<file path="src/cmd_sort_pkg.sv">
// Shared constants and types for the monitor command sorting block
package cmd_sort_pkg;

    // Register indices on the host port
    localparam logic [2:0] REG_CMD1      = 3'h0;
    localparam logic [2:0] REG_CMD2      = 3'h1;
    localparam logic [2:0] REG_CTRL      = 3'h2;
    localparam logic [2:0] REG_MSG_TYPE  = 3'h3;
    localparam logic [2:0] REG_IRQ_STAT  = 3'h4;
    localparam logic [2:0] REG_IRQ_MASK  = 3'h5;

    // Control register fields
    localparam int CTRL_MODE_LO = 2;
    localparam int CTRL_MODE_HI = 3;
    localparam int CTRL_SEL_A   = 4;
    localparam int CTRL_SEL_B   = 5;
    localparam logic [1:0]  MODE_MT_ADDR = 2'h0;
    localparam logic [15:0] CTRL_RESET   = 16'h0010;
    localparam logic [15:0] CTRL_WMASK   = 16'h003c;

    // Interrupt status fields
    localparam int IRQ_CMD_A   = 0;
    localparam int IRQ_CMD_B   = 1;
    localparam int IRQ_ABORT   = 2;
    localparam int IRQ_RESPOND = 3;
    localparam int IRQ_BITS    = 4;

    // Command word fields
    localparam int  ADDR_HI = 15;
    localparam int  ADDR_LO = 11;
    localparam int  TR_BIT  = 10;
    localparam int  SUB_HI  = 9;
    localparam int  SUB_LO  = 5;
    localparam int  MDAT_BIT = 4;
    localparam logic [4:0] ADDR_BCAST = 5'h1f;
    localparam logic [4:0] SUB_MC0    = 5'h00;
    localparam logic [4:0] SUB_MC1    = 5'h1f;

    // Message type codes
    localparam logic [15:0] MT_RX_BC      = 16'h0001;
    localparam logic [15:0] MT_RX_BC_BC   = 16'h0080;
    localparam logic [15:0] MT_RTRT       = 16'h0004;
    localparam logic [15:0] MT_RTRT_BC    = 16'h0100;
    localparam logic [15:0] MT_TX         = 16'h0402;
    localparam logic [15:0] MT_MC_NODAT   = 16'h0410;
    localparam logic [15:0] MT_MC_BCAST   = 16'h0400;
    localparam logic [15:0] MT_MC_TXDAT   = 16'h2420;
    localparam logic [15:0] MT_MC_RXDAT   = 16'h0040;
    localparam logic [15:0] MT_MC_RXDAT_B = 16'h0800;
    localparam logic [15:0] MT_RTRT_TX    = 16'h1008;
    localparam logic [15:0] MT_RTRT_TX_B  = 16'h0200;

    // Bus identifiers
    localparam logic BUS_A = 1'b0;
    localparam logic BUS_B = 1'b1;

    // One decoded command from the bus decoders
    typedef struct packed {
        logic        valid;
        logic        bus;
        logic        pair;
        logic [15:0] word1;
        logic [15:0] word2;
    } cmd_s;

    // Host register port request
    typedef struct packed {
        logic        wr;
        logic        rd;
        logic [2:0]  addr;
        logic [15:0] wdata;
    } reg_req_s;

endpackage

</file>
<file path="src/cmd_sort.sv">
// Command sorting and active bus selection for a dual-bus monitor terminal
//
// Our own choices: the register addresses and the address-and-strobe port.
`timescale 1ns/10ps

// How it works
// - Transmit RT-RT codes only for valid commands
// - Control bits 4-5 pick active bus
// - Idle select bits take the bus of the first accepted command
// - New command pulses its bus indication
// - Inactive bus command leaves active message alone
// - Select toggle abandons unfinished active message
// - Switching command gets no response
// - Later commands on new bus fully processed
// - Unmatched commands captured on inactive bus
// - Mode bits 3:2 at 00 enable address
// - Respond when address and parity pins match
// - Indication identical for valid and monitored
module cmd_sort
    import cmd_sort_pkg::*;
(
    // Clock and reset
    input  wire logic        clock,
    input  wire logic        rst_n,
    // Decoded commands and message completion
    input  wire cmd_s        cmd,
    input  wire logic        msg_done,
    // Terminal address pins
    input  wire logic [4:0]  terminal_address_pins,
    input  wire logic        terminal_address_parity_pin,
    // Host register port
    input  wire reg_req_s    req,
    output logic [15:0]      rdata,
    // Command indications
    output logic             bus_a_command_seen,
    output logic             bus_b_command_seen,
    // Engine control
    output logic             respond,
    output logic             respond_bus,
    output logic             abandon,
    output logic             abandon_bus,
    // Interrupt
    output logic             irq
);

    logic [5:0]          pin_s1_q;
    logic [5:0]          pin_s2_q;
    logic [5:0]          pin_s3_q;
    logic [5:0]          pin_q;
    logic [15:0]         ctrl_q;
    logic [15:0]         cmd1_q;
    logic [15:0]         cmd2_q;
    logic [15:0]         msg_type_q;
    logic [IRQ_BITS-1:0] stat_q;
    logic [IRQ_BITS-1:0] mask_q;
    logic [IRQ_BITS-1:0] stat_set;
    logic                busy_q;
    logic                busy_bus_q;
    logic                addr_ok;
    logic                match1;
    logic                match2;
    logic                bcast1;
    logic                addr_mode;
    logic                active_bus;
    logic                on_active;
    logic                ctrl_wr;
    logic [1:0]          new_sel;
    logic                switch_ev;
    logic                accept;
    logic                do_respond;
    logic [15:0]         msg_type_d;
    logic [15:0]         rdata_d;
    logic [IRQ_BITS-1:0] stat_d;
    logic [4:0]          addr1;
    logic [4:0]          addr2;
    logic [1:0]          cur_sel;
    logic                tx_cmd2;
    logic                is_mode;
    logic                cmd_on_a;
    logic                cmd_on_b;
    logic                mask_wr;
    logic                stat_rd;
    logic                abort_ev;

    // Address pins cross in from outside; a change counts once stages two and three agree
    always_ff @(posedge clock or negedge rst_n) begin
        if (!rst_n) begin
            pin_s1_q <= 6'h00;
            pin_s2_q <= 6'h00;
            pin_s3_q <= 6'h00;
            pin_q    <= 6'h00;
        end else begin
            pin_s1_q <= {terminal_address_parity_pin, terminal_address_pins};
            pin_s2_q <= pin_s1_q;
            pin_s3_q <= pin_s2_q;
            if (pin_s2_q == pin_s3_q) begin
                pin_q <= pin_s3_q;
            end
        end
    end

    // odd parity over the five address pins and the parity pin
    assign addr_ok   = ^pin_q;
    assign addr_mode = (ctrl_q[CTRL_MODE_HI:CTRL_MODE_LO] == MODE_MT_ADDR);
    assign addr1     = cmd.word1[ADDR_HI:ADDR_LO];
    assign addr2     = cmd.word2[ADDR_HI:ADDR_LO];
    // Only the transmit half of a pair can make this terminal the talker
    assign tx_cmd2   = cmd.pair && cmd.word2[TR_BIT];
    assign match1    = addr_mode && addr_ok && (addr1 == pin_q[4:0]);
    assign match2    = addr_mode && addr_ok && tx_cmd2 && (addr2 == pin_q[4:0]);
    assign bcast1    = (addr1 == ADDR_BCAST);
    // Mode codes use a subaddress of all zeros or all ones
    assign is_mode   = (cmd.word1[SUB_HI:SUB_LO] == SUB_MC0) || (cmd.word1[SUB_HI:SUB_LO] == SUB_MC1);

    assign cur_sel    = ctrl_q[CTRL_SEL_B:CTRL_SEL_A];
    assign active_bus = ctrl_q[CTRL_SEL_B] && !ctrl_q[CTRL_SEL_A];
    // With no select bit set the first command claims its own bus
    assign on_active  = (cur_sel == 2'h0) || (cmd.bus == active_bus);
    assign cmd_on_a   = cmd.valid && (cmd.bus == BUS_A);
    assign cmd_on_b   = cmd.valid && (cmd.bus == BUS_B);

    assign ctrl_wr   = req.wr && (req.addr == REG_CTRL);
    assign mask_wr   = req.wr && (req.addr == REG_IRQ_MASK);
    assign stat_rd   = req.rd && (req.addr == REG_IRQ_STAT);
    assign new_sel   = req.wdata[CTRL_SEL_B:CTRL_SEL_A];
    assign switch_ev = ctrl_wr && (new_sel != cur_sel);
    // Only a message still running has anything to abandon
    assign abort_ev  = switch_ev && busy_q;

    // only active bus commands enter the engine
    // A switch beats a command in the same cycle, so the new bus starts from a clean engine
    assign accept     = cmd.valid && on_active && !switch_ev;
    // inactive bus commands are never answered, even after a switch
    // A broadcast first word needs no reply, but the talker of a broadcast pair still answers
    assign do_respond = accept && ((match1 && !bcast1) || match2);

    // Message type decode
    always_comb begin
        msg_type_d = MT_RX_BC;
        if (cmd.pair) begin
            // transmit codes only for a valid transmit half
            if (match2) begin
                msg_type_d = bcast1 ? MT_RTRT_TX_B : MT_RTRT_TX;
            end else begin
                msg_type_d = bcast1 ? MT_RTRT_BC : MT_RTRT;
            end
        end else if (is_mode) begin
            unique case ({cmd.word1[TR_BIT], cmd.word1[MDAT_BIT]})
                2'b10, 2'b00: msg_type_d = bcast1 ? MT_MC_BCAST : MT_MC_NODAT;
                2'b11:        msg_type_d = bcast1 ? MT_MC_BCAST : MT_MC_TXDAT;
                2'b01:        msg_type_d = bcast1 ? MT_MC_RXDAT_B : MT_MC_RXDAT;
            endcase
        end else if (cmd.word1[TR_BIT]) begin
            msg_type_d = bcast1 ? MT_MC_BCAST : MT_TX;
        end else begin
            msg_type_d = bcast1 ? MT_RX_BC_BC : MT_RX_BC;
        end
    end

    // every command is captured whatever its bus
    always_ff @(posedge clock or negedge rst_n) begin
        if (!rst_n) begin
            cmd1_q     <= 16'h0000;
            cmd2_q     <= 16'h0000;
            msg_type_q <= 16'h0000;
        end else if (cmd.valid) begin
            cmd1_q     <= cmd.word1;
            msg_type_q <= msg_type_d;
            if (cmd.pair) begin
                cmd2_q <= cmd.word2;
            end
        end
    end

    // Control register; a host write wins over the idle bus update
    always_ff @(posedge clock or negedge rst_n) begin
        if (!rst_n) begin
            ctrl_q <= CTRL_RESET;
        end else if (ctrl_wr) begin
            ctrl_q <= req.wdata & CTRL_WMASK;
        end else if (accept && (ctrl_q[CTRL_SEL_B:CTRL_SEL_A] == 2'h0)) begin
            ctrl_q[CTRL_SEL_A] <= (cmd.bus == BUS_A);
            ctrl_q[CTRL_SEL_B] <= (cmd.bus == BUS_B);
        end
    end

    // Message in progress on the active bus
    // Inactive bus commands never reach here, so the running message carries on
    always_ff @(posedge clock or negedge rst_n) begin
        if (!rst_n) begin
            busy_q     <= 1'b0;
            busy_bus_q <= BUS_A;
        end else if (switch_ev) begin
            busy_q <= 1'b0;
        end else if (accept) begin
            busy_q     <= 1'b1;
            busy_bus_q <= cmd.bus;
        end else if (msg_done) begin
            busy_q <= 1'b0;
        end
    end

    // Engine pulses
    always_ff @(posedge clock or negedge rst_n) begin
        if (!rst_n) begin
            respond     <= 1'b0;
            respond_bus <= BUS_A;
            abandon     <= 1'b0;
            abandon_bus <= BUS_A;
        end else begin
            respond <= do_respond;
            if (do_respond) begin
                respond_bus <= cmd.bus;
            end
            abandon <= abort_ev;
            if (abort_ev) begin
                abandon_bus <= busy_bus_q;
            end
        end
    end

    // per-bus indication; same for valid and monitored
    always_ff @(posedge clock or negedge rst_n) begin
        if (!rst_n) begin
            bus_a_command_seen <= 1'b0;
            bus_b_command_seen <= 1'b0;
        end else begin
            bus_a_command_seen <= cmd_on_a;
            bus_b_command_seen <= cmd_on_b;
        end
    end

    assign stat_set[IRQ_CMD_A]   = cmd_on_a;
    assign stat_set[IRQ_CMD_B]   = cmd_on_b;
    assign stat_set[IRQ_ABORT]   = abort_ev;
    assign stat_set[IRQ_RESPOND] = do_respond;
    // Reading clears the flags, but an event landing in the read cycle survives
    assign stat_d = stat_rd ? stat_set : (stat_q | stat_set);

    // Sticky status, cleared by reading it
    always_ff @(posedge clock or negedge rst_n) begin
        if (!rst_n) begin
            stat_q <= '0;
        end else begin
            stat_q <= stat_d;
        end
    end

    always_ff @(posedge clock or negedge rst_n) begin
        if (!rst_n) begin
            mask_q <= '0;
        end else if (mask_wr) begin
            mask_q <= req.wdata[IRQ_BITS-1:0];
        end
    end

    // Registered from the next status so the pin never glitches on combinational decode
    always_ff @(posedge clock or negedge rst_n) begin
        if (!rst_n) begin
            irq <= 1'b0;
        end else begin
            irq <= |(stat_d & mask_q);
        end
    end

    // Read mux; unmapped reads return zero
    always_comb begin
        rdata_d = 16'h0000;
        if (req.rd) begin
            unique case (req.addr)
                REG_CMD1:     rdata_d = cmd1_q;
                REG_CMD2:     rdata_d = cmd2_q;
                REG_CTRL:     rdata_d = ctrl_q;
                REG_MSG_TYPE: rdata_d = msg_type_q;
                REG_IRQ_STAT: rdata_d = {{(16-IRQ_BITS){1'b0}}, stat_q};
                REG_IRQ_MASK: rdata_d = {{(16-IRQ_BITS){1'b0}}, mask_q};
                default:      rdata_d = 16'h0000;
            endcase
        end
    end

    // Read data stand only in the cycle after the strobe
    always_ff @(posedge clock or negedge rst_n) begin
        if (!rst_n) begin
            rdata <= 16'h0000;
        end else begin
            rdata <= rdata_d;
        end
    end

endmodule // cmd_sort

</file>
<file path="config.mk">
export PLATFORM = sky130hd
export DESIGN_NAME = cmd_sort
export DESIGN_NICKNAME = d
export VERILOG_FILES = /design/src/cmd_sort_pkg.sv /design/src/cmd_sort.sv
export SDC_FILE = /design/constraint.sdc
export NUM_CORES = 1
export LEC_CHECK = 0
export ABC_AREA = 1
export BUFFER_PORTS_ARGS = -buffer_cell sky130_fd_sc_hd__buf_2
export CAP_MARGIN = 0
export CORE_MARGIN = 2
export CORE_UTILIZATION = 54
export DETAILED_ROUTE_END_ITERATION = 10
export GPL_ROUTABILITY_DRIVEN = 0
export GPL_TIMING_DRIVEN = 0
export PLACE_DENSITY = 0.83
export SYNTH_ARGS = -nofsm -noshare
export SYNTH_HDL_FRONTEND = slang
export SYNTH_SLANG_ARGS = --single-unit
</file>
<file path="constraint.sdc">
create_clock -name clock -period 1.5 [get_ports clock]
set_input_delay 0.3 -clock clock [delete_from_list [all_inputs] [get_ports clock]]
set_output_delay 0.3 -clock clock [all_outputs]
set_load 0.02 [all_outputs]
</file>
== Word level (Yosys, flattened, before mapping) ==
Cells that the tools add are included.

* Output and inout bits: 23
* Input port bits: 65
* Register bits after elaboration: 109
* Logic and storage cells: 96

* Reductions and logical operators: 36
* Bitwise operators: 4
* Eq/ne operators: 15
* Mux-type cells: 20

{| class="wikitable"
|+ Operator list
! kind !! count
|-
| case mux 16 bit (6 select lines) || 1
|-
| 2-to-1 mux 16 bit || 3
|-
| case mux 16 bit (3 select lines) || 1
|-
| 2-to-1 mux 13 bit || 2
|-
| logical AND 1 bit || 18
|-
| 2-to-1 mux 14 bit || 1
|-
| 2-to-1 mux 12 bit || 1
|-
| 2-to-1 mux 11 bit || 1
|-
| equality test 5 bit || 2
|-
| equality test 5 bit (second input constant) || 2
|-
| 2-to-1 mux 9 bit || 1
|-
| 2-to-1 mux 8 bit || 1
|-
| equality test 3 x 2 -> 1 bit (second input constant) || 2
|-
| equality test 3 bit (second input constant) || 2
|-
| equality test 6 bit || 1
|-
| zero test 2 bit || 3
|-
| 2-to-1 mux 2 bit || 3
|-
| parity 6 bit || 1
|-
| zero test 5 bit || 1
|-
| 2-to-1 mux 5 bit || 1
|-
| bitwise AND 4 bit || 1
|-
| equality test 2 bit (second input constant) || 2
|-
| 2-to-1 mux 4 bit || 1
|-
| OR 4 bit || 1
|-
| 14 further kinds || 22
|}

== Longest topological paths before layout ==
Gate-level depths: netlist of run 1.

* Depth in word-level cells: 11
* Depth in mapped cells: 12
* Depth with buffers taken out: 12

== Worst setup path before layout of run 1 ==
Ideal clock, no wire load.

* Path type: reg-to-reg
* Start point: register ctrl_q[4]
* End point: register irq
* Buffers on the path: 0
* Setup slack: 227 ps
* Arrival: 1,154 ps
* Data required time: 1,381 ps
* Cell stages (with the launch flop): 9
* Period minus slack after synthesis: 1,273 ps
* Setup time: 119 ps
* Cells stage by stage: dfstp_2 xor2_1 o21ai_2 nand2_2 inv_2 nand3_2 nand2_1 nand2_1 nand2_1

* Word-level cells in the longest chain between the ends: 11
* Elaborated cells on any way between the ends: 16
* Those cells by class: eq/ne (2); mux (1); bitwise (2); reduce/logical (11)

{| class="wikitable"
|+ RTL lines
! element !! line !! text
|-
| from (decl) || cmd_sort.sv:50 || <nowiki>logic [15:0] ctrl_q;</nowiki>
|-
| from (signal assigned) || cmd_sort.sv:180 || <nowiki>ctrl_q <= req.wdata & CTRL_WMASK;</nowiki>
|-
| from (signal, indexed assignment) || cmd_sort.sv:182 || <nowiki>ctrl_q[CTRL_SEL_A] <= (cmd.bus == BUS_A);</nowiki>
|-
| from (signal, indexed assignment) || cmd_sort.sv:183 || <nowiki>ctrl_q[CTRL_SEL_B] <= (cmd.bus == BUS_B);</nowiki>
|-
| zero test 1 bit || cmd_sort.sv:116 || <nowiki>assign active_bus = ctrl_q[CTRL_SEL_B] && !ctrl_q[CTRL_SEL_A];</nowiki>
|-
| logical AND 1 bit || cmd_sort.sv:116 ||
|-
| equality test 1 bit || cmd_sort.sv:118 || <nowiki>assign on_active = (cur_sel == 2'h0) || (cmd.bus == active_bus);</nowiki>
|-
| logical OR 1 bit || cmd_sort.sv:118 ||
|-
| logical AND 1 bit || cmd_sort.sv:132 || <nowiki>assign accept = cmd.valid && on_active && !switch_ev;</nowiki>
|-
| logical AND 1 bit (*) || cmd_sort.sv:132 ||
|-
| logical AND 1 bit (*) || cmd_sort.sv:135 || <nowiki>assign do_respond = accept && ((match1 && !bcast1) || match2);</nowiki>
|-
| OR 4 bit || cmd_sort.sv:238 || <nowiki>assign stat_d = stat_rd ? stat_set : (stat_q | stat_set);</nowiki>
|-
| 2-to-1 mux 4 bit (*) || cmd_sort.sv:238 ||
|-
| named net stat_d[3] || cmd_sort.sv:73 || <nowiki>logic [IRQ_BITS-1:0] stat_d;</nowiki>
|-
| bitwise AND 4 bit (*) || cmd_sort.sv:262 || <nowiki>irq <= |(stat_d & mask_q);</nowiki>
|-
| OR reduction 4 bit (*) || cmd_sort.sv:262 ||
|-
| to (signal assigned) || cmd_sort.sv:262 ||
|-
| to (decl) || cmd_sort.sv:43 || <nowiki>output logic irq</nowiki>
|}

Mark *: on every way through the listed nets, which the timed path passes. The rest lies on a longest branch.
A chain may end at the register's enable or synchronous reset.

== Final worst setup path of run 1 ==
* Start point: register pin_q[1]
* End point: register irq

* Word-level cells in the longest chain between the ends: 10
* Elaborated cells on any way between the ends: 14
* Those cells by class: eq/ne (2); mux (1); bitwise (2); reduce/logical (9)

{| class="wikitable"
|+ RTL lines
! element !! line !! text
|-
| from (decl) || cmd_sort.sv:49 || <nowiki>logic [5:0] pin_q;</nowiki>
|-
| from (signal assigned) || cmd_sort.sv:97 || <nowiki>pin_q <= pin_s3_q;</nowiki>
|-
| parity 6 bit || cmd_sort.sv:103 || <nowiki>assign addr_ok = ^pin_q;</nowiki>
|-
| logical AND 1 bit || cmd_sort.sv:109, cmd_sort.sv:110 ||
|-
| logical AND 1 bit (on tied branches) || cmd_sort.sv:109, cmd_sort.sv:110 ||
|-
| logical AND 1 bit (on tied branches) || cmd_sort.sv:135, cmd_sort.sv:110 ||
|-
| logical OR 1 bit (*) || cmd_sort.sv:135 ||
|-
| logical AND 1 bit (*) || cmd_sort.sv:135 ||
|-
| OR 4 bit || cmd_sort.sv:238 ||
|-
| 2-to-1 mux 4 bit (*) || cmd_sort.sv:238 ||
|-
| named net stat_d[3] || cmd_sort.sv:73 ||
|-
| bitwise AND 4 bit (*) || cmd_sort.sv:262 ||
|-
| OR reduction 4 bit (*) || cmd_sort.sv:262 ||
|}

Marked as above.

==> results summary, run 1 <==
The I/O pin total came out at 88. Of all nets on the critical path, the largest fanout is 5. The clock arrives with 0.0133 ns of skew. The number of enable flip-flop cells after synthesis is 0. Dividing the detail-routed wire length by the instance count gives between 10 and 15 um. Prior to clock tree synthesis, the placed netlist has a worst setup slack of -0.166 ns. The register share of total power came out at 52.3%. The worst vdd rail ir drop is ~0.00085 V.

The total of flip-flops plus latches after synthesis came out at 105. The data arrival time at the worst-slack endpoint is 1.79 ns. The remaining number of nets flagged by the antenna check after routing is 0. Hold is met by 0.0282 ns. Setup violations remaining at the end of the flow were counted as 0.

The pin slew with the least headroom to its limit came out at 0.600 ns. The total leakage power came out at 2.74 nW. The count of nets after finishing is 642.

The number of DRC markers after the initial detailed-route iteration came out at 168. The number of cells on the worst reg-to-reg path is 11. After synthesis, the most frequently instantiated cells are 144 x nand2_1, 104 x dfrtp_1, 53 x inv_1. The antenna diode instance count came out at 0.

The per-instance average area after synthesis is 9.12 um2. The number of antenna violations at the first check in global routing is 0. With fillers left out, the area of the finished cells amounts to roughly 5200 um2. Once routing completed, OpenROAD measured the worst setup slack at 0.0139 ns. The origin of the critical flop-to-flop path is pin_q[1]. Setup repair after global routing could not meet its margin everywhere. The number of global-route vias before repair came to 3368. The remaining routing DRC violations is 0. The total area inside the core boundary comes to 7810 um2. The non-filler instance count after layout came out at 684. The endpoint identified for the worst register-to-register timing path is irq. After detailed routing, the met3 layer carries 623 um of wire. The routed design uses 5000 um of met2 wire. The count of different cell masters after synthesis came out at 31. The run finished with clean final reports.

The area growth from synthesis to layout is 19.8%. The portion of total power attributed to the clock network is 24.8%. The vertical extent of the die is between 90 and 100 um. The area taken by flip-flops and latches came out at 2630 um2. The highest metal layer carrying signal wires in the routed design is met4.

The max-slew headroom at the worst pin is ~60%. The length of the first detailed-routing pass in iterations is 5. The share of synthesized area occupied by flip-flops and latches came out at 60.0%. The first-pass GRT wire length came out at 15800 um. Counting I/O delays and the setup requirement, the final critical path takes 1.49 ns. The most critical setup path has its startpoint at pin_q[1]. The portion of synthesized cell area occupied by the leading cell type is 59.4%. Entering global routing, the biggest net connects 62 pins. In the synthesized netlist the dominant register cell turns out to be dfrtp_1.

Dividing the detail-routed via count by the number of cells gives 5.21. The site row count came out at 32. The CTS tree is done. The critical path is of the register to register type.

The post-synthesis net count is 545. The total wirelength of the detailed-routed design is 10100 um. Summed over all layers, the global routing overflow is 0. The total count of hold-check failures in the final report came to 0. Of all cell types, the one taking the most synthesized area is dfrtp_1. The min-delay analysis places its worst path in the category primary input to register. The detailed-route via count came out at about 3600.

The internal power is 0.00439 W. The number of levels the H-tree was split into came out at 3. By area the synthesized netlist is led by dfrtp_1 59%, nand2_1 12%, inv_1 4.5%.

The number of clock buffers inserted by TritonCTS came out at 9. The total power divided by cell area came out at 1240 nW/um2. The mapped netlist covers about 4400 um2. The root buffer cell chosen for the clock tree is clkbuf_8. For this run, the top clock speed supported by timing is 673 MHz. The combinational share of power came out at ~23%.

The share of final-layout standard cells stronger than drive strength 1 came out at roughly a quarter. The number of buffer cells added on primary ports is 77. Max-cap violations in this run came to 0.

The filler cell count came out at 604. The effective utilization at floorplan is 56.1%. The number of sinks on the clock net is roughly 110. The analysis attributes to net switching a power of 0.00213 W.

The critical path ends at irq. The post-placement cell count is 660. After clock tree synthesis, the clock-pin slew on the worst setup and hold paths is 0.10 ns.

STA classifies the critical path startpoint as a register. For this run, asynchronously set or reset flops after synthesis account for 100%. In this run switching power makes up approximately 33% of total power.

Data on the critical path is required at its endpoint by 1.81 ns. The die area came out at 8840 um2. The gate count of the mapped netlist is 480. The buffer depth of the longest clock path is 2.

Summing internal, switching and leakage power gives 0.00653 W. The number of pins exceeding their max-slew limit in the final report came out at 0. The die outline width is roughly 94 um. Setup slack on the worst reg-to-reg path comes out at about 0.014 ns. The area of placed instances is 4920 um2. In the final layout, the multi-input gates occupy 1560 um2.

The overall fraction of global-route tracks in use is a little under a quarter. The worst setup path is captured at a register. During synthesis, Yosys emitted a total of 0 warnings. The most common cell in the synthesized netlist is nand2_1. The routed length on met1 came out at 4150 um. The detailed-placement wirelength estimate came out at 7280 um. The post-route fraction of the period consumed by the critical path came out at between 90% and 100%. The clock reaches the later pin of the worst-skew pair after 0.37 ns.
## critical path, stage by stage (launching register included)
cell,delay [ns]
dfrtp_2,0.47
nor2_2,0.14
nor2_2,0.05
nand2_2,0.09
nand2_2,0.06
nand2_2,0.06
nand2_2,0.07
nor2_4,0.16
nand3_4,0.12
nand2_2,0.10
nand2_1,0.05
nand2_1,0.05
## layout by cell type (no fill, tap or decap), types with 2 or more instances in the layout
cell type	count
a21oi_1	17
nand3_1	11
clkbuf_1	7
nand3_4	2
buf_4	8
nor2_1	42
clkinv_1	2
o21ai_1	6
nand2_1	135
xnor2_1	6
mux2_2	4
inv_2	7
o21ai_0	19
nor2_2	5
buf_2	80
clkinvlp_4	2
dfrtp_1	100
inv_1	50
a211oi_1	3
inv_6	3
xor2_1	9
o22ai_1	19
dfrtp_2	4
a221oi_1	3
nand2_2	10
clkbuf_8	9
nand3_2	3
## worst min-delay path by stage
stage | endpoint | from | depth (start not counted) | slack [ns]
detailed placement | rdata[9] | rst_n | 1 | 0.34
global placement | pin_s2_q[1] | pin_s1_q[1] | 0 | 0.33
finish | pin_s1_q[2] | terminal_address_pins[2] | 1 | 0.03
floorplan | abandon | rst_n | 0 | 0.004
global route | pin_s1_q[1] | terminal_address_pins[1] | 1 | 0.008
CTS | pin_s1_q[5] | terminal_address_parity_pin | 1 | 0.01
## layout make-up
type / instances / share of cell area (%)
buffer: 10 / 0.811
clock buffer: 10 / 2.43
clock inverter: 6 / 0.954
multi-input combinational: 306 / 29.8
sequential: 105 / 50.2
inverter: 59 / 4.22
tap: 102 / 2.43
timing repair buffer: 86 / 9.11
## layer usage
layer | GRT usage [%] | up-vias
li1 | - | 1708
met1 | 30.4 | 1681
met2 | 38.6 | 144
met3 | 4.98 | 28
met4 | 10.7 | 0
met5 | 0 | -
## power groups by stage
stage          sequential, W  combinational [W]  clock [W]
2_1_floorplan        0.00343           0.000750          0
3_3_place_gp         0.00342            0.00113          0
3_5_place_dp         0.00344            0.00119          0
4_1_cts              0.00338            0.00125    0.00165
5_1_grt              0.00345            0.00166    0.00175
6_report             0.00341            0.00149    0.00162
## state kept, by name (all words and copies together), names as in the netlist, 4 cells and up
register    flops
pin_s1_q        6
cmd2_q         16
mask_q          4
stat_q          4
pin_s2_q        6
cmd1_q         16
pin_q           6
rdata          16
ctrl_q          4
msg_type_q     12
pin_s3_q        6
## timing repair
| action | CTS | global route |
|---|---|---|
| endpoints found under the hold margin | 44 | 0 |
| setup buffers | 3 | 4 |
| pin swaps | 1 | 10 |
| resized for setup | 3 | 25 |
| setup endpoints to repair | 2 | 8 |
| hold buffers | 1 | 0 |
## through the flow
| step | utilization (%) | TNS (ns) |
|---|---|---|
| after global routing | 67.2 | -0.140 |
| after floorplan | - | 0 |
| after detailed placement | 63.0 | -1.29 |
| after CTS | 65.8 | 0 |
| final | 67.2 | 0 |
| after global placement | 62.6 | -92.55 |
## kinds of logic after synthesis
| logic type | synth area share [%] |
|---|---|
| buffers and inverters | 6.03 |
| AOI/OAI and AO/OA | 9.52 |
| DFF | 60.0 |
| and+or+nand+nor | 20.0 |
| xor gates and xnor gates | 3.40 |
| muxes | 1.03 |
(Power assumes the default switching activity.)
==> run 2, diff against run 1 <==
--- a/config.mk
+++ b/config.mk
@@ -13,6 +13,7 @@
 export DETAILED_ROUTE_END_ITERATION = 10
 export GPL_ROUTABILITY_DRIVEN = 0
 export GPL_TIMING_DRIVEN = 0
+export MAX_ROUTING_LAYER = met4
 export PLACE_DENSITY = 0.83
 export SYNTH_ARGS = -nofsm -noshare
 export SYNTH_HDL_FRONTEND = slang
==> results summary, run 2 (synthesis gave the netlist of run 1 again) <==
The flow ran to the end, and the final reports show no timing, DRC or antenna violations. The total leakage power is 2.74 nW (unchanged). The number of levels the H-tree was split into came out at 3 (unchanged).

The average wire length per cell after detail routing came out at 14.8 um (+0.41%). The pin slew with the least headroom to its limit is 0.596 ns (-0.00394 ns). The largest registers in the layout are cmd1_q (16), cmd2_q (16), rdata (16). The minimum period implied by the final worst setup slack is 1.49 ns (-0.000845 ns).

The area growth from synthesis to layout came out at 19.8% (unchanged). The pin count of the biggest net entering global routing is 62 (unchanged). The die outline width is 94.0 um (unchanged). The remaining routing DRC violations came out at 0 (unchanged).

The detailed-route via count is 3545 (-0.45%). The core occupancy in the finished layout was 67.2% (unchanged). The max-slew headroom at the worst pin is 60.3% (+0.26 points).

The post-layout worst setup margin was 0.0147 ns (+0.000845 ns). In this run the clock root is driven by a clkbuf_8. The number of vias per cell after detailed routing came out at 5.18 (-0.45%). The number of buffer cells added on primary ports came to 77 (unchanged). The cell at the slowest stage of the critical path is dfrtp_2. The remaining number of nets flagged by the antenna check after routing is 0 (unchanged). Leaving out fill and tap cells, the most frequent cell in the layout is nand2_1. The number of global-route vias before repair is 3367 (-0.030%).

The clock latency on the worst-skew pair is 0.37 ns (about the same). The total wirelength of the detailed-routed design is 10100 um (+0.41%). The total negative slack is 0 ns (unchanged). The most numerous cell type found on the critical path is nand2_2. The startpoint kind of the worst setup timing path is a register. The worst setup path is of the register to register kind. The number of clock buffers inserted by TritonCTS came to 9 (unchanged).

In the layout the commonest cells are 135 x nand2_1, 100 x dfrtp_1, 80 x buf_2, 50 x inv_1, 42 x nor2_1. The overall fraction of global-route tracks in use came out at 24.3% (+0.64 points). The I/O pin total was 88 (unchanged). The total power divided by cell area came out at 1240 nW/um2 (about the same). The total count of hold-check failures in the final report was 0 (unchanged). The final count of negative-setup-slack endpoints was 0 (unchanged). The number of antenna violations at the first check in global routing came out at 0 (unchanged). The class of the most critical hold timing path is primary input to register. The die area was 8840 um2 (unchanged). The number of sinks on the clock net is 105 (unchanged). The area of the placeable core came out at 7810 um2 (unchanged).

The detailed-placement wirelength estimate came out at 7280 um (unchanged). The maximum clock skew at final layout came out at 0.0123 ns (-0.000998 ns). The count of nets after finishing is 642 (unchanged).

The data required time of the critical path came out at 1.80 ns (about the same). The effective utilization at floorplan came out at 56.1% (unchanged). The post-placement cell count is 660 (unchanged).

The number of DRC markers after the initial detailed-route iteration came out at 179 (+6.5%). The biggest fanout along the worst timing path came out at 5 (unchanged). The number of pins exceeding their max-slew limit in the final report came out at 0 (unchanged).

The pre-CTS setup slack is -0.166 ns (unchanged). Setup repair after global routing could not meet its margin everywhere. The highest clock frequency the design can meet is 673 MHz (about the same).

The first-pass GRT wire length was 15800 um (unchanged). TritonCTS built the clock tree. The vertical extent of the die came out at 94.0 um (unchanged). The data arrival time at the worst-slack endpoint came out at 1.79 ns (about the same). The clock-pin slew reported for the worst setup and hold paths after clock tree synthesis is 0.10 ns (about the same). The final cell area excluding filler cells came out at 5240 um2 (unchanged). The post-route fraction of the period consumed by the critical path was 99.0% (about the same). The delay of the slowest cell on the worst path came out at 0.47 ns (about the same). The worst vdd rail ir drop is 0.000851 V (about the same). The max-capacitance violation count came out at 0 (unchanged). STA classifies the critical path endpoint as a register. The non-filler instance count after layout is 684 (unchanged).

The area of placed instances came out at 4920 um2 (unchanged). The share of final-layout standard cells stronger than drive strength 1 was 25.3% (unchanged). The antenna diode instance count came out at 0 (unchanged). The length of the first detailed-routing pass in iterations was 5 (unchanged). The site row count is 32 (unchanged).

The slack of the worst reg-to-reg path came out at 0.01 ns (about the same). The buffer depth of the longest clock path is 2 (unchanged). The total congestion overflow came out at 0 (unchanged).

The critical path goes through nor2_2 -> nor2_2 -> nand2_2 -> nand2_2 -> nand2_2 -> nand2_2 -> nor2_4 -> nand3_4 -> nand2_2 -> nand2_1 -> nand2_1.
-- run 2: per-layer routing --
layer / track usage, % / wire length (um) / up-vias
li1: - / - / 1710
met1: 30.8 / 4160 / 1684
met2: 38.5 / 5090 / 131
met3: 4.49 / 600 / 20
met4: 10.7 / 267 / 0
met5: - / 0 / -
-- run 2: metrics by stage --
stage	hold slack (ns)	power, W
3_5_place_dp	0.336	0.00463
3_3_place_gp	0.332	0.00454
4_1_cts	0.0123	0.00628
2_1_floorplan	0.00441	0.00418
5_1_grt	0.0106	0.00686
6_report	0.0305	0.00652
-- run 2: path summary, 6_finish.rpt --
kind                                                from           to  cells after the start
max in group asynchronous                          rst_n    ctrl_q[4]                      3
worst max register to register                  pin_q[1]          irq                     11
worst min register to register               pin_s1_q[0]  pin_s2_q[0]                      0
worst min-delay path            terminal_address_pins[2]  pin_s1_q[2]                      1
worst max-delay path                            pin_q[1]          irq                     11
min in group asynchronous                          rst_n    rdata[10]                      2
-- run 2: worst max-delay path: cells and delay by family, from the launching register on --
family	cells	cell delay [ns]
flip-flops	1	0.47
AND/OR/NAND/NOR	11	0.95
-- run 2: area by class of cell --
class,instances,area (um2)
clock inverter,6,50.0
tap,102,128
clock buffer,10,128
inverter,59,221
sequential,105,2630
buffer,10,42.5
timing repair buffer,86,478
fill,604,2560
multi-input combinational,306,1560
-- run 2: timing repair --
action                     CTS  global route
hold buffers                 1             0
hold endpoints to repair    44             0
buffers inserted             3             4
gates resized for setup      3            25
setup endpoints to repair    2             8
pin swaps                    1            10
-- run 2: where the power goes --
part	internal (W)	total (W)	switching, W
clock network	0.000625	0.00161	0.000987
registers	0.00315	0.00341	0.000260
logic	0.000614	0.00149	0.000880
